$ cat config.mk
export PLATFORM = sky130hd
export DESIGN_NAME = pfsr_fault_status
export DESIGN_NICKNAME = d
export VERILOG_FILES = /design/src/hdl/pfsr_pkg.sv /design/src/hdl/pfsr_status_mem.sv /design/src/hdl/pfsr_fault_status.sv
export VERILOG_INCLUDE_DIRS = /design/src /design/src/hdl
export SDC_FILE = /design/constraint.sdc
export NUM_CORES = 1
export LEC_CHECK = 0
export BUFFER_PORTS_ARGS = -buffer_cell sky130_fd_sc_hd__buf_2
export CAP_MARGIN = 20
export CELL_PAD_IN_SITES_DETAIL_PLACEMENT = 0
export CELL_PAD_IN_SITES_GLOBAL_PLACEMENT = 1
export CORE_MARGIN = 8
export CORE_UTILIZATION = 44
export CTS_BUF_LIST = sky130_fd_sc_hd__clkbuf_8
export CTS_CLUSTER_SIZE = 14
export DETAILED_ROUTE_END_ITERATION = 7
export PLACE_DENSITY_LB_ADDON = 0.1
export SYNTH_ARGS = -nofsm -noshare
export SYNTH_HDL_FRONTEND = slang
export SYNTH_SLANG_ARGS = --single-unit
$ cat constraint.sdc
create_clock -name clk_i -period 2.2 [get_ports clk_i]
set_clock_uncertainty 0.05 [all_clocks]
set_input_delay 0.11 -clock clk_i [delete_from_list [all_inputs] [get_ports clk_i]]
set_output_delay 0.11 -clock clk_i [all_outputs]
set_load 0.005 [all_outputs]
$ cat src/hdl/pfsr_defs.svh
// Constants for the fault status reporting block
// Behaviour
// - A latched fault is released by a control pin toggle, an on/off command, or a bias power cycle.
// - Every fault or warning pulls the alert output low and sets its status bits.
// - A clear-faults command empties the status registers except word bits 11 and 6 while their conditions hold, and releases the alert.
// - The alert output is released once the faults have been reset by any reset method.
// - The summary byte is the low eight bits of the summary word, from the same storage.
// - Word bit 15 flags output voltage events, bit 13 input voltage events, bit 12 manufacturer faults.
// - Word bit 11 is set while power-good is enabled and negated.
// - Word bits 14, 10, 9, 8, 4 and output voltage status bits 1 and 0 always read zero.
// - Word bit 7 is set when a command arrives while the device is still busy.
// - Word bit 6 is set whenever power is not permitted and clears only while power is permitted.
// - Word bit 5 flags output overvoltage fault and bit 3 input undervoltage fault.
// - Word bit 2 flags temperature events and bit 1 communication, memory or logic faults.
// - Word bit 0 flags manufacturer faults, other input events, and output voltage events in a cycle without an overvoltage fault.
// - Output voltage status holds overvoltage fault 7, overvoltage warning 6, undervoltage warning 5, undervoltage fault 4, turn-on timeout 2.
// - Output voltage bit 3 flags an over-maximum command and after a clear is muted until off-then-on or a valid lower setting.
`ifndef PFSR_DEFS_SVH
`define PFSR_DEFS_SVH
// ----------------------------------------
// Register selects
// ----------------------------------------
`define PFSR_SEL_BYTE 2'h0
`define PFSR_SEL_WORD 2'h1
`define PFSR_SEL_VOUT 2'h2
// ----------------------------------------
// Summary word bit positions
// ----------------------------------------
`define PFSR_W_VOUT 15
`define PFSR_W_INPUT 13
`define PFSR_W_MFR 12
`define PFSR_W_PNG 11
`define PFSR_W_BUSY 7
`define PFSR_W_OFF 6
`define PFSR_W_VOUT_OV 5
`define PFSR_W_VIN_UV 3
`define PFSR_W_TEMP 2
`define PFSR_W_CML 1
`define PFSR_W_HIGH 0
// ----------------------------------------
// Output voltage status bit positions
// ----------------------------------------
`define PFSR_V_OV_FLT 7
`define PFSR_V_OV_WRN 6
`define PFSR_V_UV_WRN 5
`define PFSR_V_UV_FLT 4
`define PFSR_V_MAX_FLT 3
`define PFSR_V_TON_FLT 2
// ----------------------------------------
// Reset values and masks
// ----------------------------------------
`define PFSR_WORD_RST 16'h0040
`define PFSR_VOUT_RST 8'h00
`define PFSR_WORD_MASK 16'hB8EF
`define PFSR_VOUT_MASK 8'hFC
`define PFSR_NUM_SLOTS 3
`endif

$ cat src/hdl/pfsr_pkg.sv
// Types for the fault status reporting block
package pfsr_pkg;
  typedef enum logic [1:0] {
    PFSR_IDLE,
    PFSR_BUSY
  } pfsr_cmd_state_t;
endpackage : pfsr_pkg

$ cat src/hdl/pfsr_status_mem.sv
// Small register memory holding the status words with registered read
`timescale 1ns/1ps
`include "pfsr_defs.svh"
module pfsr_status_mem
  import pfsr_pkg::*;
(
  // Clock and reset
  input wire logic clk_i,
  input wire logic rst_b_i,
  // Write port
  input wire logic wr_en_i,
  input wire logic [15:0] wr_word_i,
  input wire logic [7:0] wr_vout_i,
  // Read port
  input wire logic [1:0] rd_sel_i,
  output logic [15:0] rd_data_o
);
  typedef struct packed {
    logic [15:0] word;
    logic [7:0] vout;
    logic [15:0] rd;
  } pfsr_mem_state_t;

  pfsr_mem_state_t st_ff;
  pfsr_mem_state_t nxt_st;

  always_comb begin
    nxt_st = st_ff;
    if (wr_en_i) begin
      nxt_st.word = wr_word_i;
      nxt_st.vout = wr_vout_i;
    end
    unique case (rd_sel_i)
      `PFSR_SEL_BYTE: nxt_st.rd = {8'h00, st_ff.word[7:0]};
      `PFSR_SEL_WORD: nxt_st.rd = st_ff.word;
      `PFSR_SEL_VOUT: nxt_st.rd = {8'h00, st_ff.vout};
      default: nxt_st.rd = 16'h0000;
    endcase
  end

  always_ff @(posedge clk_i) begin
    if (!rst_b_i) begin
      st_ff <= '{word: `PFSR_WORD_RST, vout: `PFSR_VOUT_RST, rd: 16'h0000};
    end else begin
      st_ff <= nxt_st;
    end
  end

  assign rd_data_o = st_ff.rd;
endmodule : pfsr_status_mem

$ cat src/hdl/pfsr_fault_status.sv
// Fault and warning status latching, alert output and status readback
`timescale 1ns/1ps
`include "pfsr_defs.svh"
module pfsr_fault_status
  import pfsr_pkg::*;
(
  // Clock and reset
  input wire logic clk_i,
  input wire logic rst_b_i,
  // Output voltage events, one-cycle or level
  input wire logic vout_ov_fault_i,
  input wire logic vout_ov_warn_i,
  input wire logic vout_uv_warn_i,
  input wire logic vout_uv_fault_i,
  input wire logic vout_max_req_i,
  input wire logic vout_valid_low_i,
  input wire logic ton_max_fault_i,
  // Other event summaries
  input wire logic input_event_i,
  input wire logic vin_uv_fault_i,
  input wire logic mfr_fault_i,
  input wire logic temp_event_i,
  input wire logic cml_fault_i,
  // Channel state
  input wire logic power_good_en_i,
  input wire logic power_good_out_i,
  input wire logic power_permitted_i,
  input wire logic channel_on_i,
  // Command interface
  input wire logic cmd_valid_i,
  input wire logic cmd_done_i,
  input wire logic clear_faults_i,
  input wire logic control_toggle_i,
  input wire logic on_off_cmd_i,
  input wire logic bias_supply_sense_pin,
  // Register read
  input wire logic [1:0] rd_sel_i,
  output logic [15:0] rd_data_o,
  // Alert pin, open drain
  output logic fault_alert_out_n_o,
  output logic fault_alert_oe_n_o
);
  typedef struct packed {
    logic [15:0] word;
    logic [7:0] vout;
    logic max_mute;
    logic chan_on;
    logic bias;
    logic bias_seen_low;
    pfsr_cmd_state_t cmd;
    logic alert;
  } pfsr_state_t;

  pfsr_state_t st_ff;
  pfsr_state_t nxt_st;
  logic reset_evt;
  logic busy_evt;
  logic max_evt;
  logic [7:0] vout_set;
  logic [15:0] word_set;
  logic [15:0] word_lvl;

  function automatic logic any_bit(input logic [15:0] v);
    any_bit = |v;
  endfunction : any_bit

  always_comb begin
    // Latched reset by pin toggle, on/off command or bias cycle
    reset_evt = control_toggle_i || on_off_cmd_i
             || (bias_supply_sense_pin && st_ff.bias_seen_low);
    busy_evt = cmd_valid_i && (st_ff.cmd == PFSR_BUSY);
    max_evt = vout_max_req_i && !st_ff.max_mute;
    vout_set = 8'h00;
    vout_set[`PFSR_V_OV_FLT] = vout_ov_fault_i;
    vout_set[`PFSR_V_OV_WRN] = vout_ov_warn_i;
    vout_set[`PFSR_V_UV_WRN] = vout_uv_warn_i;
    vout_set[`PFSR_V_UV_FLT] = vout_uv_fault_i;
    vout_set[`PFSR_V_TON_FLT] = ton_max_fault_i;
    vout_set[`PFSR_V_MAX_FLT] = max_evt;
    word_set = 16'h0000;
    word_set[`PFSR_W_VOUT] = any_bit({8'h00, vout_set});
    word_set[`PFSR_W_INPUT] = input_event_i || vin_uv_fault_i;
    word_set[`PFSR_W_MFR] = mfr_fault_i;
    word_set[`PFSR_W_BUSY] = busy_evt;
    word_set[`PFSR_W_VOUT_OV] = vout_ov_fault_i;
    word_set[`PFSR_W_VIN_UV] = vin_uv_fault_i;
    word_set[`PFSR_W_TEMP] = temp_event_i;
    word_set[`PFSR_W_CML] = cml_fault_i;
    // Events not shown in the low byte
    word_set[`PFSR_W_HIGH] = (any_bit({8'h00, vout_set}) && !vout_ov_fault_i)
                          || input_event_i || mfr_fault_i;
    word_lvl = 16'h0000;
    word_lvl[`PFSR_W_PNG] = power_good_en_i && !power_good_out_i;
    word_lvl[`PFSR_W_OFF] = !power_permitted_i;

    nxt_st = st_ff;
    nxt_st.bias = bias_supply_sense_pin;
    nxt_st.chan_on = channel_on_i;
    if (!bias_supply_sense_pin) begin
      nxt_st.bias_seen_low = 1'b1;
    end else begin
      nxt_st.bias_seen_low = 1'b0;
    end
    unique case (st_ff.cmd)
      PFSR_IDLE: if (cmd_valid_i) nxt_st.cmd = PFSR_BUSY;
      PFSR_BUSY: if (cmd_done_i) nxt_st.cmd = PFSR_IDLE;
    endcase
    // Mute max fault after clear until off-then-on or valid lower value
    if (clear_faults_i) begin
      nxt_st.max_mute = 1'b1;
    end
    if ((channel_on_i && !st_ff.chan_on) || vout_valid_low_i) begin
      nxt_st.max_mute = 1'b0;
    end
    // Sticky bits; new events win over a clear in the same cycle
    if (clear_faults_i || reset_evt) begin
      nxt_st.word = 16'h0000;
      nxt_st.vout = 8'h00;
    end
    nxt_st.word = (nxt_st.word | word_set | word_lvl) & `PFSR_WORD_MASK;
    nxt_st.vout = (nxt_st.vout | vout_set) & `PFSR_VOUT_MASK;
    nxt_st.alert = any_bit(word_set) || (st_ff.alert && !(clear_faults_i || reset_evt));
  end

  always_ff @(posedge clk_i) begin
    if (!rst_b_i) begin
      st_ff <= '{word: `PFSR_WORD_RST, vout: `PFSR_VOUT_RST, max_mute: 1'b0,
                 chan_on: 1'b0, bias: 1'b0, bias_seen_low: 1'b0,
                 cmd: PFSR_IDLE, alert: 1'b0};
    end else begin
      st_ff <= nxt_st;
    end
  end

  // Alert pin is open drain: enable low pulls the wire low
  logic alert_out_n_ff;
  always_ff @(posedge clk_i) begin
    alert_out_n_ff <= 1'b0;
  end
  assign fault_alert_out_n_o = alert_out_n_ff;
  logic alert_oe_n_ff;
  always_ff @(posedge clk_i) begin
    if (!rst_b_i) begin
      alert_oe_n_ff <= 1'b1;
    end else begin
      alert_oe_n_ff <= !nxt_st.alert;
    end
  end
  assign fault_alert_oe_n_o = alert_oe_n_ff;

  pfsr_status_mem u_mem (
    .clk_i(clk_i),
    .rst_b_i(rst_b_i),
    .wr_en_i(1'b1),
    .wr_word_i(st_ff.word),
    .wr_vout_i(st_ff.vout),
    .rd_sel_i(rd_sel_i),
    .rd_data_o(rd_data_o)
  );
endmodule : pfsr_fault_status

==> results <==
- The number of hold buffers added after CTS is 13.
- Summed over all failing endpoints, the final setup total negative slack is 0 ns.
- The count of max-cap constraint violations is 0.
- The initial cell density of the core is 0.466.
- Measured along the x axis, the die boundary spans slightly below 80 um.
- The number of synthesized flops with an enable pin is 0.
- The count of final max-slew check failures is 0.
- For the pin with the worst max-slew slack, the measured transition is ~0.69 ns.
- The final period demand of the worst path is 1.73 ns.
- The number of setup violations in the final report is 0.
- In the routed design, unresolved DRC markers number 0.
- Clock-pin slew was measured on the worst setup and hold paths at approximately 0.08 ns.
- Across the VDD grid, the largest voltage drop is 0.000483 V.
- The count of input and output buffers is 38.
- The mean instance size in the synthesized netlist is 10.2 sq um.
- The analysis attributes to cell leakage a power of between 0.9 and 1 nW.
- The run finished with clean final reports.
- The cell at the slowest stage of the critical path is a2111oi_4.
- The critical path goes through dlygate4sd3_1 -> buf_2 -> a2111oi_4 -> nand2_1 -> a41o_1.
- The proportion of power drawn by the clock network is 0.395.
- For hold timing, the worst endpoint is st_ff[28].
- The share of the Yosys chip area taken by registers is 0.602.
- At the end of routability-driven placement, the weighted congestion stood at ~0.73.
- With fillers left out, the area of the finished cells amounts to between 2000 and 2500 sq um.
- The share of total power in combinational logic is 0.067.
- The floorplan has 22 rows.
- The number of warnings issued by yosys is 0.
- The floorplan step defined a die boundary enclosing between 6000 and 7000 sq um.
- Setup repair after global routing left no endpoint under its margin.
- The HPWL after detailed placement is between 2000 and 2500 um.
- The power per standard cell area is around 870 nW/um^2.
- After detailed routing, the number of vias per cell comes to about 4.5.
- TritonCTS built the clock tree.
- The leading cell type in the layout, fill and taps excluded is dfxtp_1.
- The primary flip-flop cell chosen by synthesis mapping is dfxtp_1.
- The switching power is roughly 360 uW.
- The first global-routing pass estimated about 5300 um of wire.
- The worst setup path is captured at a flip-flop.
- In this run the deepest clock path goes through 2 buffers.
- At the end of the flow, the number of nets in the layout was around 240.
- The final number of hold-violating endpoints came to 0.
- The worst hold path was traced through 3 stages.
- For the worst flop-to-flop path, the logic depth is 3.
- The critical path is of the in2reg type.
- The sequential power share is 0.539.
- The worst min-delay path category is in2reg.
- The H-tree generated during clock tree synthesis spans 2 levels.
- The clock latency at the later pin of the worst-skew pair is roughly 0.30 ns.
- In the global route stage, overall resource usage came out at 0.106.
- The tree is rooted in a clkbuf_8.
- The timing-limited maximum frequency is roughly 580 MHz.
- The fraction of synthesis flops using an asynchronous set or reset pin is 0.
- The detailed-router iteration count before antenna repair is 4.
- In the final routed layout, each cell accounts on average for ~12 um.
- For this block, the initial DRC count from the detailed router was 30.
- During I/O placement, the number of pins put on the boundary was 44.
- Summed over all layers, the global routing overflow is 0.
- The final routed wirelength across all metal layers is about 3100 um.
- The placeable core region is approximately 3700 sq um.
- Relative to the synthesized area, the layout overhead comes to 22.7%.
- The via count of the first global-routing pass was between 1,000 and 1,500.
- The final route contains approximately 1,200 vias.
- STA classifies the critical path startpoint as a primary input.
- Measured against its own limit, the worst slew margin works out to 0.539.
- Overall power consumption after layout is estimated at 1.85 mW.
- The synthesized design contains between 50 and 60 register bits.
- Clock tree synthesis found a total of 52 sinks.
- The number of antenna violations at the first check in global routing is 0.
- The share of post-route cells with drive strength above 1 is 0.236.
- The netlist area before placement is around 1700 sq um.
- The gate count of the mapped netlist is 169.
- In this run the remaining antenna-violating nets after routing total 0.
- The post-CTS setup buffer count is 0.
- The launch point of the worst hold path is input_event_i.
- The required time of the critical path is between 2 and 2.5 ns.
- Yosys mapped the design onto 27 distinct sky130hd cell types.
- Of the total power, the share spent switching nets is 0.194.
- In this design, the stage delay of the slowest critical-path cell is approximately 0.69 ns.
- The arrival time reported for the critical path endpoint is between 1.5 and 2 ns.
- The internal power of the cells totals around 1.5 mW.
- The instance area at placement is 1860 sq um.
- The startpoint identified for the worst register-to-register timing path is st_ff[3].
- Leaving out fill and tap cells, the most frequent cells in the layout are dfxtp_1, buf_2, nor2_1.
- Setup slack on the worst reg-to-reg path comes out at approximately 0.68 ns.
- The endpoint identified for the worst register-to-register timing path is fault_alert_oe_n_o.
- Entering global routing, the biggest net connects 23 pins.
- The largest fanout on the critical path is 12.
- The overall die height is between 70 and 80 um.
- The number of buffers created by CTS is 5.
- The antenna diode count is 0.
- Post-CTS repair changed the size of 0 cells.
- In the finished design, the share of the clock period the worst path needs comes to 0.788.
[layout make-up]
type                            count  area (sq um)
Timing Repair Buffer               54           343
Inverter                            2          7.51
Clock buffer                        5          68.8
Fill cell                         329          1590
Tap cell                           48          60.1
Clock inverter                      2          60.1
Multi-Input combinational cell     97           543
Sequential cell                    52          1040
[registers in the layout (all words and copies together) (netlist names)]
| name | count |
|---|---|
| st_ff | 22 |
| u_mem.st_ff | 17 |
| u_mem.rd_data_o | 12 |
| fault_alert_oe_n_o | 1 |
[power by group through the flow]
stage	sequential, mW	combinational [mW]	clock (mW)
final	0.998	0.124	0.732
after global routing	1.00	0.142	0.792
after CTS	0.999	0.125	0.747
after detailed placement	1.02	0.107	0
after global placement	1.02	0.105	0
after floorplan	1.02	0.0712	0
[Yosys cell counts (all sizes together), types with 2 or more instances]
| cell type | n | area [sq um] |
|---|---|---|
| and3 | 5 | 31.3 |
| and2 | 19 | 119 |
| nor2b | 8 | 50.1 |
| a2111oi | 2 | 36.3 |
| nor3 | 2 | 15.0 |
| a211oi | 3 | 22.5 |
| dfxtp | 52 | 1040 |
| a21oi | 18 | 90.1 |
| nor2 | 23 | 86.3 |
| nand2 | 4 | 15.0 |
| clkbuf | 3 | 11.3 |
| buf | 19 | 143 |
[logic make-up (layout without fill, tap and decap cells)]
group	count (synthesis)	after routing	share of synthesized area
other	1	5	0.00217
and+or+nand+nor	64	64	0.194
AOI/OAI and AO/OA	28	28	0.109
DFF	52	52	0.602
buffers and inverters	24	63	0.0933
[metal layers]
metal / up-vias / share of wire / global-route usage / routed length, um
li1: 620 / - / - / -
met1: 501 / 0.46 / 0.118 / 1410
met2: 40 / 0.43 / 0.168 / 1330
met3: 6 / 0.091 / 0.0529 / 279
met4: 0 / 0.014 / 0.0444 / 44
met5: - / 0 / 0 / 0
[worst max path at each step]
stage	cells after the start	start	slack, ns	to
2_1_floorplan	3	st_ff[3]	0.90	fault_alert_oe_n_o
3_3_place_gp	3	st_ff[3]	0.70	fault_alert_oe_n_o
3_5_place_dp	3	st_ff[3]	0.68	fault_alert_oe_n_o
4_1_cts	5	bias_supply_sense_pin	0.47	fault_alert_oe_n_o
5_1_grt	5	bias_supply_sense_pin	0.34	fault_alert_oe_n_o
6_report	5	bias_supply_sense_pin	0.47	fault_alert_oe_n_o
[worst max-delay path, delay by kind of cell]
family / cells / cell delay, ns
AND/OR/NAND/NOR: 1 / 0.15
buffers and inverters: 2 / 0.66
AO/OA/AOI/OAI: 2 / 0.95
[stage by stage]
step	std cells	utilization	setup WS, ns	hold slack, ns
final	260	0.571	0.466	0.0153
after global routing	260	0.571	0.341	0.0233
after CTS	260	0.571	0.473	0.00530
after detailed placement	240	0.502	0.681	0.244
after global placement	240	0.502	0.704	0.234
after floorplan	173	-	0.898	0.132
Power figures use the tool's default switching activity.
